### src/hw/tsc_pkg.sv
package tsc_pkg;

	localparam int ADDR_W = 5;

	// register byte offsets
	localparam logic [4:0] OFS_OPCFG = 5'h00;
	localparam logic [4:0] OFS_NVCFG = 5'h04;
	localparam logic [4:0] OFS_CMD   = 5'h08;
	localparam logic [4:0] OFS_STAT  = 5'h0C;

	// field positions
	localparam int BIT_BUSY    = 0;
	localparam int BIT_LOCK    = 1;
	localparam int BIT_LOCKDN  = 2;
	localparam int CFG_LSB     = 8;
	localparam int CFG_MSB     = 14;
	localparam int CMD_TO_NV   = 0;
	localparam int CMD_FROM_NV = 1;

	localparam logic [15:0] NV_WMASK    = 16'h7F06;
	localparam logic [15:0] NV_FACTORY  = 16'h0000;
	localparam logic [15:0] LOCK_MASK   = 16'h0002;
	localparam logic [15:0] LOCKDN_MASK = 16'h0004;

	localparam logic [1:0] RESP_OKAY   = 2'h0;
	localparam logic [1:0] RESP_SLVERR = 2'h2;

	// self-timed nonvolatile programming
	localparam int unsigned PROG_TIME_MS  = 20;
	localparam int unsigned CLK_PERIOD_NS = 10;
	localparam int unsigned PROG_CYCLES   = PROG_TIME_MS * 1000000 / CLK_PERIOD_NS;

	// consecutive faults needed per queue code
	localparam logic [2:0] FQ_NEED0  = 3'h1;
	localparam logic [2:0] FQ_NEED1  = 3'h2;
	localparam logic [2:0] FQ_NEED2  = 3'h4;
	localparam logic [2:0] FQ_NEED3  = 3'h6;
	localparam logic [2:0] FAULT_MAX = 3'h6;

	typedef enum logic [1:0] {
		ST_LOAD = 2'b00,
		ST_RUN  = 2'b01,
		ST_SHDN = 2'b10
	} tsc_mode_t;

	// same order as bits 14:8 of the stored default word
	typedef struct packed {
		logic [1:0] resolution;
		logic [1:0] fault_queue_sel;
		logic       alarm_polarity;
		logic       thermostat_mode_sel;
		logic       shutdown_ctl;
	} tsc_cfg_t;

	typedef struct packed {
		logic                aw_full;
		logic [ADDR_W-1:0]   aw_addr;
		logic                w_full;
		logic [31:0]         w_data;
		logic [3:0]          w_strb;
		logic                bvalid;
		logic [1:0]          bresp;
		logic                rvalid;
		logic [31:0]         rdata;
		logic [1:0]          rresp;
		tsc_cfg_t            cfg;
		logic                busy;
		logic [31:0]         prog_cnt;
		logic [15:0]         prog_data;
		tsc_mode_t           mode;
		logic [2:0]          sync_conv;
		logic [1:0]          sync_over;
		logic [2:0]          fault_cnt;
		logic                alarm;
		logic                alert;
		logic                conv_store;
	} tsc_state_t;

	typedef struct packed {
		logic [15:0] word;
	} tsc_nv_t;

	function automatic logic [2:0] fault_need(input logic [1:0] code);
		logic [2:0] n;
		unique case (code)
			2'b00: n = FQ_NEED0;
			2'b01: n = FQ_NEED1;
			2'b10: n = FQ_NEED2;
			2'b11: n = FQ_NEED3;
		endcase
		return n;
	endfunction : fault_need

	function automatic logic [15:0] merge16(input logic [15:0] old, input logic [31:0] wd,
		input logic [3:0] st);
		logic [15:0] r;
		r = old;
		if (st[0]) begin
			r[7:0] = wd[7:0];
		end
		if (st[1]) begin
			r[15:8] = wd[15:8];
		end
		return r;
	endfunction : merge16

endpackage : tsc_pkg

### src/hw/tsc_config_regs.sv
// Contract
// - fault queue codes need 1,2,4,6 faults
// - reset loads fault queue from stored default
// - alarm pin low-active if polarity 0
// - reset loads polarity from stored default
// - mode bit selects comparator or interrupt
// - reset loads thermostat mode from default
// - shutdown 0 means continuous conversions
// - shutdown finishes and stores current conversion
// - clearing shutdown resumes conversions
// - reset loads shutdown from stored default
// - busy flag shows nonvolatile access state
// - nonvolatile reads while busy are invalid
// - nonvolatile writes while busy are dropped
// - copy commands ignored while busy
// - sixteen-bit stored word survives reset
// - reset copies stored upper byte
// - stored fault queue in bits 12:11
// - stored polarity in bit 10
// - stored shutdown in bit 8
// - lockdown bit freezes everything forever, but a copy-from-nonvolatile command still reloads the config
// - lock bit rejects register changes, but a copy-from-nonvolatile command still reloads the config
// - stored resolution in bits 14:13
// - programming is self-timed under busy
// - under lock only lock clear accepted, but a copy-from-nonvolatile command is still accepted
//
// The implementer's own choices: the AXI4-Lite register port and the placing of the registers.
`timescale 1ns/1ps
`default_nettype none

module tsc_nv_cells (
	input  wire logic        clk,
	input  wire logic        nv_rst_n,
	input  wire logic        we,
	input  wire logic [15:0] wdata,
	output logic      [15:0] word
);
	tsc_pkg::tsc_nv_t s_q;
	tsc_pkg::tsc_nv_t s_d;

	// own reset only: models cells that keep their value over device resets
	always_comb begin
		s_d = s_q;
		if (we) begin
			s_d.word = (wdata & tsc_pkg::NV_WMASK) | (s_q.word & tsc_pkg::LOCKDN_MASK);
		end
	end

	always_ff @(posedge clk or negedge nv_rst_n) begin
		if (!nv_rst_n) begin
			s_q <= '{word: tsc_pkg::NV_FACTORY};
		end else begin
			s_q <= s_d;
		end
	end

	assign word = s_q.word;
endmodule : tsc_nv_cells

module tsc_config_regs #(
	parameter int unsigned PROG_CYCLES = tsc_pkg::PROG_CYCLES
) (
	input  wire logic                     CLK,
	input  wire logic                     RESETN,
	input  wire logic                     NV_RESETN,
	input  wire logic                     AWVALID,
	output logic                          AWREADY,
	input  wire logic [tsc_pkg::ADDR_W-1:0] AWADDR,
	input  wire logic                     WVALID,
	output logic                          WREADY,
	input  wire logic [31:0]              WDATA,
	input  wire logic [3:0]               WSTRB,
	output logic                          BVALID,
	input  wire logic                     BREADY,
	output logic      [1:0]               BRESP,
	input  wire logic                     ARVALID,
	output logic                          ARREADY,
	input  wire logic [tsc_pkg::ADDR_W-1:0] ARADDR,
	output logic                          RVALID,
	input  wire logic                     RREADY,
	output logic      [31:0]              RDATA,
	output logic      [1:0]               RRESP,
	input  wire logic                     CONV_CLK,
	input  wire logic                     TEMP_OVER,
	output logic                          CONV_RUN,
	output logic                          CONV_STORE,
	output logic      [1:0]               RESOLUTION,
	output logic                          ALERT
);
	tsc_pkg::tsc_state_t q;
	tsc_pkg::tsc_state_t d;
	logic [15:0]         nv_word;
	logic                nv_we;
	logic                aw_take;
	logic                w_take;
	logic                ar_take;
	logic                wr_go;
	logic                conv_edge;
	logic                over_lvl;
	logic                locked;
	logic [15:0]         opcfg_rd;
	logic [15:0]         merged_nv;
	logic [15:0]         merged_op;
	logic [2:0]          need;
	logic [2:0]          cnt_new;

	assign nv_we = q.busy && (q.prog_cnt == 32'h0);

	tsc_nv_cells u_nv (
		.clk      (CLK),
		.nv_rst_n (NV_RESETN),
		.we       (nv_we),
		.wdata    (q.prog_data),
		.word     (nv_word)
	);

	assign AWREADY = !q.aw_full && !q.bvalid;
	assign WREADY  = !q.w_full && !q.bvalid;
	assign ARREADY = !q.rvalid;
	assign aw_take = AWVALID && AWREADY;
	assign w_take  = WVALID && WREADY;
	assign ar_take = ARVALID && ARREADY;
	assign wr_go   = q.aw_full && q.w_full && !q.bvalid;
	// first stage feeds only the second; edge found between stages two and three
	assign conv_edge = q.sync_conv[1] && !q.sync_conv[2];
	assign over_lvl  = q.sync_over[1];
	assign locked    = nv_word[tsc_pkg::BIT_LOCK] || nv_word[tsc_pkg::BIT_LOCKDN];
	assign opcfg_rd  = {1'b0, q.cfg, 7'h00, q.busy};
	assign merged_nv = tsc_pkg::merge16(nv_word, q.w_data, q.w_strb);
	assign merged_op = tsc_pkg::merge16(opcfg_rd, q.w_data, q.w_strb);
	assign need      = tsc_pkg::fault_need(q.cfg.fault_queue_sel);
	assign cnt_new   = !over_lvl ? 3'h0 :
		(q.fault_cnt == tsc_pkg::FAULT_MAX) ? tsc_pkg::FAULT_MAX : q.fault_cnt + 3'h1;

	always_comb begin
		d = q;
		d.conv_store = 1'b0;
		d.sync_conv  = {q.sync_conv[1:0], CONV_CLK};
		d.sync_over  = {q.sync_over[0], TEMP_OVER};

		if (q.busy) begin
			d.prog_cnt = q.prog_cnt - 32'h1;
			if (q.prog_cnt == 32'h0) begin
				d.busy = 1'b0;
			end
		end

		if (aw_take) begin
			d.aw_full = 1'b1;
			d.aw_addr = AWADDR;
		end
		if (w_take) begin
			d.w_full = 1'b1;
			d.w_data = WDATA;
			d.w_strb = WSTRB;
		end
		if (BVALID && BREADY) begin
			d.bvalid = 1'b0;
		end
		if (wr_go) begin
			d.aw_full = 1'b0;
			d.w_full  = 1'b0;
			d.bvalid  = 1'b1;
			d.bresp   = tsc_pkg::RESP_OKAY;
			unique case (q.aw_addr)
				tsc_pkg::OFS_OPCFG: begin
					if (!locked) begin
						d.cfg = tsc_pkg::tsc_cfg_t'(merged_op[tsc_pkg::CFG_MSB:tsc_pkg::CFG_LSB]);
					end
				end
				tsc_pkg::OFS_NVCFG: begin
					// a write lost to busy or locks still answers OKAY
					if (!q.busy && !nv_word[tsc_pkg::BIT_LOCKDN]) begin
						if (!nv_word[tsc_pkg::BIT_LOCK]) begin
							d.busy      = 1'b1;
							d.prog_cnt  = 32'(PROG_CYCLES - 1);
							d.prog_data = merged_nv & tsc_pkg::NV_WMASK;
						end else if (!merged_nv[tsc_pkg::BIT_LOCK]) begin
							d.busy      = 1'b1;
							d.prog_cnt  = 32'(PROG_CYCLES - 1);
							d.prog_data = nv_word & ~tsc_pkg::LOCK_MASK;
						end
					end
				end
				tsc_pkg::OFS_CMD: begin
					if (!q.busy) begin
						if (q.w_data[tsc_pkg::CMD_TO_NV] && !locked) begin
							d.busy      = 1'b1;
							d.prog_cnt  = 32'(PROG_CYCLES - 1);
							d.prog_data = {1'b0, q.cfg, nv_word[7:0]};
						end else if (q.w_data[tsc_pkg::CMD_FROM_NV]) begin
							d.cfg = tsc_pkg::tsc_cfg_t'(nv_word[tsc_pkg::CFG_MSB:tsc_pkg::CFG_LSB]);
						end
					end
				end
				tsc_pkg::OFS_STAT: begin
				end
				default: begin
					d.bresp = tsc_pkg::RESP_SLVERR;
				end
			endcase
		end

		if (RVALID && RREADY) begin
			d.rvalid = 1'b0;
		end
		if (ar_take) begin
			d.rvalid = 1'b1;
			d.rresp  = tsc_pkg::RESP_OKAY;
			// any read acknowledges a latched interrupt-mode alarm
			if (q.cfg.thermostat_mode_sel) begin
				d.alarm = 1'b0;
			end
			unique case (ARADDR)
				tsc_pkg::OFS_OPCFG: d.rdata = {16'h0000, opcfg_rd};
				tsc_pkg::OFS_NVCFG: d.rdata = q.busy ? 32'h0 : {16'h0000, nv_word};
				tsc_pkg::OFS_CMD:   d.rdata = 32'h0;
				tsc_pkg::OFS_STAT:  d.rdata = {26'h0, q.mode, q.fault_cnt, q.alarm};
				default: begin
					d.rdata = 32'h0;
					d.rresp = tsc_pkg::RESP_SLVERR;
				end
			endcase
		end

		unique case (q.mode)
			tsc_pkg::ST_LOAD: begin
				d.cfg  = tsc_pkg::tsc_cfg_t'(nv_word[tsc_pkg::CFG_MSB:tsc_pkg::CFG_LSB]);
				d.mode = nv_word[tsc_pkg::CFG_LSB] ? tsc_pkg::ST_SHDN : tsc_pkg::ST_RUN;
			end
			tsc_pkg::ST_RUN: begin
				if (conv_edge) begin
					d.conv_store = 1'b1;
					d.fault_cnt  = cnt_new;
					if (!q.cfg.thermostat_mode_sel) begin
						d.alarm = (cnt_new >= need);
					end else if (cnt_new >= need && q.fault_cnt < need) begin
						d.alarm = 1'b1; // set wins over the read clear
					end
					if (q.cfg.shutdown_ctl) begin
						d.mode = tsc_pkg::ST_SHDN;
					end
				end
			end
			tsc_pkg::ST_SHDN: begin
				if (!q.cfg.shutdown_ctl) begin
					d.mode = tsc_pkg::ST_RUN;
				end
			end
			default: d.mode = tsc_pkg::ST_LOAD;
		endcase

		d.alert = d.cfg.alarm_polarity ? d.alarm : !d.alarm;
	end

	always_ff @(posedge CLK or negedge RESETN) begin
		if (!RESETN) begin
			q       <= '0;
			q.alert <= 1'b1;
		end else begin
			q <= d;
		end
	end

	assign BVALID     = q.bvalid;
	assign BRESP      = q.bresp;
	assign RVALID     = q.rvalid;
	assign RDATA      = q.rdata;
	assign RRESP      = q.rresp;
	assign CONV_RUN   = (q.mode == tsc_pkg::ST_RUN);
	assign CONV_STORE = q.conv_store;
	assign RESOLUTION = q.cfg.resolution;
	assign ALERT      = q.alert;
endmodule : tsc_config_regs

`default_nettype wire

### config.mk
export PLATFORM = sky130hd
export DESIGN_NAME = tsc_config_regs
export DESIGN_NICKNAME = d
export VERILOG_FILES = /design/src/hw/tsc_pkg.sv /design/src/hw/tsc_config_regs.sv
export SDC_FILE = /design/constraint.sdc
export NUM_CORES = 1
export LEC_CHECK = 0
export ABC_CLOCK_PERIOD_IN_PS = 6600
export BUFFER_PORTS_ARGS = -buffer_cell sky130_fd_sc_hd__buf_2
export CORE_MARGIN = 2
export CORE_UTILIZATION = 62
export CTS_BUF_LIST = sky130_fd_sc_hd__clkbuf_2
export DETAILED_ROUTE_END_ITERATION = 7
export GPL_ROUTABILITY_DRIVEN = 0
export PLACE_DENSITY = 0.84
export SYNTH_ARGS = -nofsm -noshare
export SYNTH_HDL_FRONTEND = slang
export SYNTH_SLANG_ARGS = --single-unit
### constraint.sdc
create_clock -name CLK -period 6.6 [get_ports CLK]
set_input_delay 1.32 -clock CLK [delete_from_list [all_inputs] [get_ports CLK]]
set_output_delay 1.32 -clock CLK [all_outputs]
set_load 0.03 [all_outputs]
### After elaboration in Yosys (flattened, before gate mapping)

Index checks and enable logic that the tools add are counted.

* add/subtract/negate cells: 2
* $lt $le $gt $ge: 2
* equal/unequal tests: 24
* mux-type cells: 46
* reductions and logical operators: 42
* bitwise operators: 1

Operators by type and width (count)
* $mux 49: 4
* $mux 56: 2
* $pmux 49 s2: 1
* $pmux 15 s3: 1
* $mux 7: 6
* $mux 37: 1
* $mux 35: 1
* $mux 33: 1
* $logic_not 32->1: 1
* $sub 32x1->32 const B: 1
* $eq 5x4->1 const B: 4
* $ne 3x3->1 const B: 6
* $mux 15: 1
* $or 15x3->15: 1
* $logic_and 1x1->1: 14
* $mux 1: 14
* $pmux 7 s2: 1
* $mux 2: 6
* $mux 3: 4
* $pmux 3 s4: 1
* $reduce_bool 2->1: 6
* $eq 5x3->1 const B: 2
* $logic_not 5->1: 2
* $logic_not 1->1: 9
* other kinds (18): 27

* output and inout bits: 46
* input bits: 56
* flip-flop bits (word level): 165

### Longest topological paths before layout

* depth in word-level cells: 11
* mapped depth: 10
* mapped depth without buffers: 10

### By module

A second synthesis with hierarchy kept.

* cells, all modules: 581
* area, all modules: 5939.4 um^2

By module, submodules not included
* tsc_config_regs: area each 5517.8 um^2, cells each 554, seq. area each 2703.8 um^2, times used 1
* tsc_nv_cells: area each 421.7 um^2, cells each 27, seq. area each 225.2 um^2, times used 1

### Least setup slack after synthesis

Ideal clock, no wire load.

* kind: input-to-reg
* start point: input ARADDR[1] (netlist bit)
* end point: register q (netlist bit RDATA[1])
* path buffers: 0
* arrival: 2.558 ns
* library setup time: 0.084 ns
* stages on the path: 5
* setup slack: 3.958 ns
* required time: 6.516 ns
* cells stage by stage: nor3_1 > nand2_1 > nor3_1 > a22oi_1 > o21ai_0

* longest elaborated chain between the ends: 2
* elaborated cells on any way between the ends: 4
* those cells by class: eq/ne (2); mux (1); reduce/logical (1)

Ends and longest elaborated chain
* start, declared: RTL line tsc_config_regs.sv:78 `input wire logic [tsc_pkg::ADDR_W-1:0] ARADDR,`
* $eq 5x4->1, or another cell as far along: RTL line tsc_config_regs.sv:214 `unique case (ARADDR)`
* $pmux 15 s3 (*): RTL line tsc_config_regs.sv:214
* end, declared: RTL line tsc_config_regs.sv:90 `tsc_pkg::tsc_state_t q;`

Every way passes the cells marked *; elsewhere a longest branch is shown, timed or not.
A chain may end at the register's enable or synchronous reset.

### Worst setup path after layout

* start point: register q (netlist bit opcfg_rd[0])
* end point: register u_nv.s_q (netlist bit u_nv.word[8])

* longest elaborated chain between the ends: 1

Ends and longest elaborated chain
* $logic_and 1x1->1: RTL line tsc_config_regs.sv:107 `assign nv_we = q.busy && (q.prog_cnt == 32'h0);`
* end signal, assigned: RTL line tsc_config_regs.sv:51 `s_q <= '{word: tsc_pkg::NV_FACTORY};`
* end, declared: RTL line tsc_config_regs.sv:38 `tsc_pkg::tsc_nv_t s_q;`

No other way between the ends.

==> reports/qor.csv <==
metric;value;unit
Max-slew headroom;0.2734;
Setup crit end kind;flip-flop;
total of max-cap violations;0;
Primary FF master, synth;dfrtp_1;
DRT Wirelength;10.75;mm
Worst Path Arrival;3.43;ns
synthesized area;0.005400;mm²
most frequent cells in the layout;106 x dfrtp_1, 62 x nand2_1, 55 x buf_2;
Max FO, Critical Path;14;
FP Rows;34;
Internal;1.215;mW
critical path class;reg2reg;
Filler cells;685;
Core Area;0.008593;mm²
Routed WL per cell;15.83;µm
final worst slack;3.697;ns
largest net degree at the start of global routing;73;
Initial DRT Pass Iterations;5;
IO buf count;56;
post_cts resized;0;
clock root buffer;clkbuf_2;
area growth from synthesis to layout;4.379;%
status;completed;
Post-synth ARST share;1.000;
DIE AREA;0.009472;mm²
Netlist cell types;58;
Least-Margin Pin Slew;1.080;ns
layout cells sized above 1;0.1996;
Avg Cell Area, Syn;10.07;µm²
clock transition at the registers of the reported paths;0.30;ns
synthesized flop and latch total;107;
WL met3;708;µm
setup_tns;0;ns
Tot GR Track Use;0.2347;
Sw Pwr;769.9;µW
Max clock buf depth;2;
drt via density;5.754;
vias in the first global route;3905;
Leakage;2.626;nW
Multi-input gate area;0.002361;mm²
CTS Hold Bufs;0;
Post-DRT Antenna Nets;0;
Clock power frac;0.158;
antenna violations before repair;0;
pre-CTS setup slack;3.485;ns
minimum clock period after layout;2.903;ns
post-CTS setup buffers;0;
mux cell area share after synthesis;0.07322;
hold depth;0;
Fin. Hold Viols;0;
hold path start;d[7];
DRT iter0 DRCs;256;
drt drc;0;
Final period util;0.4399;
first-pass GRT wire length;18.04;mm
register area share after synthesis;0.4961;
Clk Latency, worst-skew pair;0.60;ns
final net count;630;
Worst Hold Class;reg2reg;
CP Launch Point;opcfg_rd[0];
reg-to-reg startpoint;opcfg_rd[0];
fmax;344.4;MHz
Sequential cell area;0.002679;mm²
Ys Warns;0;
Synth Area in XOR/XNOR;0.04866;
DP Wirelength;7.698;mm
# diodes;0;
I/O pin count;102;
Reg2Reg Depth;4;
Req. time, crit path;7.13;ns
H-tree depth;3;
sequential share of power;0.504;
CTS Buf Count;9;
routed wl met2;5.104;mm
Compound-Gate Fraction of Synth Area;0.07831;
Worst Skew;0.03180;ns
endpoints failing setup;0;
GRT overflow;0;
number of synthesized flops with an enable pin;0;
routed vias;3907;
startpoint types;flip-flop;
top layer in use;met4;
commonest non-fill, non-tap cell in the layout;dfrtp_1;
switch share;0.3880;
largest family of logic cells by synthesized area;simple AND/OR/NAND/NOR gates;
combinational share of power;0.337;
CTS tree;built;
count of pins over their slew limit;0;
DIE WIDTH;97.33;µm
Metal-1 WL;4.728;mm
PD cells;352.1;mW/mm²
VDD IR max;253.6;µV
Starting Density;0.6284;
Cells after Synth;536;
Hold Slack;0.3898;ns
RSZ-0062 raised after global routing;false;
area share of fa/ha/maj cells after synthesis;0.01854;
simple-gate portion of the synthesized area;0.2039;
Clock Sinks;107;
Die Y;97.33;µm
final timing paths:
kind                                      to  slack, ns
worst min register to register      over_lvl       0.39
worst min-delay path                over_lvl       0.39
worst max-delay path            u_nv.word[8]       3.70
min in group asynchronous       u_nv.word[1]       0.52
worst max register to register  u_nv.word[8]       3.70
max in group asynchronous              q[49]       4.82
flip-flops by register name (all words and copies together) (netlist names), 2 cells and up:
signal and cells:
q 67, opcfg_rd 6, u_nv.word 9, RESOLUTION 2, d 3, RDATA 13
metrics by stage:
step / instances / instance area (µm²) / power (mW) / util
finish: 679 / 5637 / 1.985 / 0.6559
floorplan: 556 / 5475 / 1.519 / -
detailed placement: 663 / 5514 / 1.675 / 0.6417
global route: 679 / 5637 / 2.106 / 0.6559
global placement: 663 / 5514 / 1.625 / 0.6417
CTS: 679 / 5637 / 1.985 / 0.6559
cells in the mapped netlist (all sizes together) (4+ instances only):
library cell	instances	area [µm²]
a21o	5	38.79
a21oi	14	70.07
a22oi	10	75.07
and2	5	31.28
buf	45	336.6
clkbuf	13	50.04
dfrtp	106	2653
ha	8	100.1
inv	13	48.80
mux2	26	315.3
mux2i	8	80.08
nand2	62	232.7
nand2b	5	31.28
nand3	27	135.1
nor2	46	172.7
nor2b	10	62.56
nor3	20	100.1
nor4	11	83.83
o21ai	26	133.9
or3	8	52.55
or4	4	38.79
xnor2	27	236.5
area by class of cell:
type                    count  area share
clock inverters             7     0.01376
repair buffers             57     0.05150
flip-flops and latches    107      0.4752
inverters                  13    0.008657
multi-input cells         378      0.4189
clock buffers               9    0.007991
well taps                 108     0.02397
kinds of logic after synthesis:
logic type                 Yosys count
other                                1
xor gates and xnor gates            30
muxes                               34
adders and majority gates            8
buffers and inverters               71
and+or+nand+nor                    217
AOI/OAI and AO/OA                   68
DFF                                107
power by group through the flow:
stage,combinational [mW],sequential [mW],clock (mW)
global route,0.736,1.02,0.345
finish,0.670,1.00,0.314
detailed placement,0.665,1.01,0
floorplan,0.558,0.961,0
CTS,0.672,0.997,0.316
global placement,0.630,0.995,0
routing by layer:
layer  up-vias  GRT usage
met5         -          0
met4         0    0.07906
met3        21    0.04892
met2       146     0.3809
met1      1894     0.3187
li1       1846          -
critical path, stage by stage (launching register included):
cell      delay [ns]
dfrtp_1         0.73
nand3b_1        0.23
or4_2           0.65
nor4_4          0.82
mux2_2          0.41
Power figures use the tool's default switching activity.
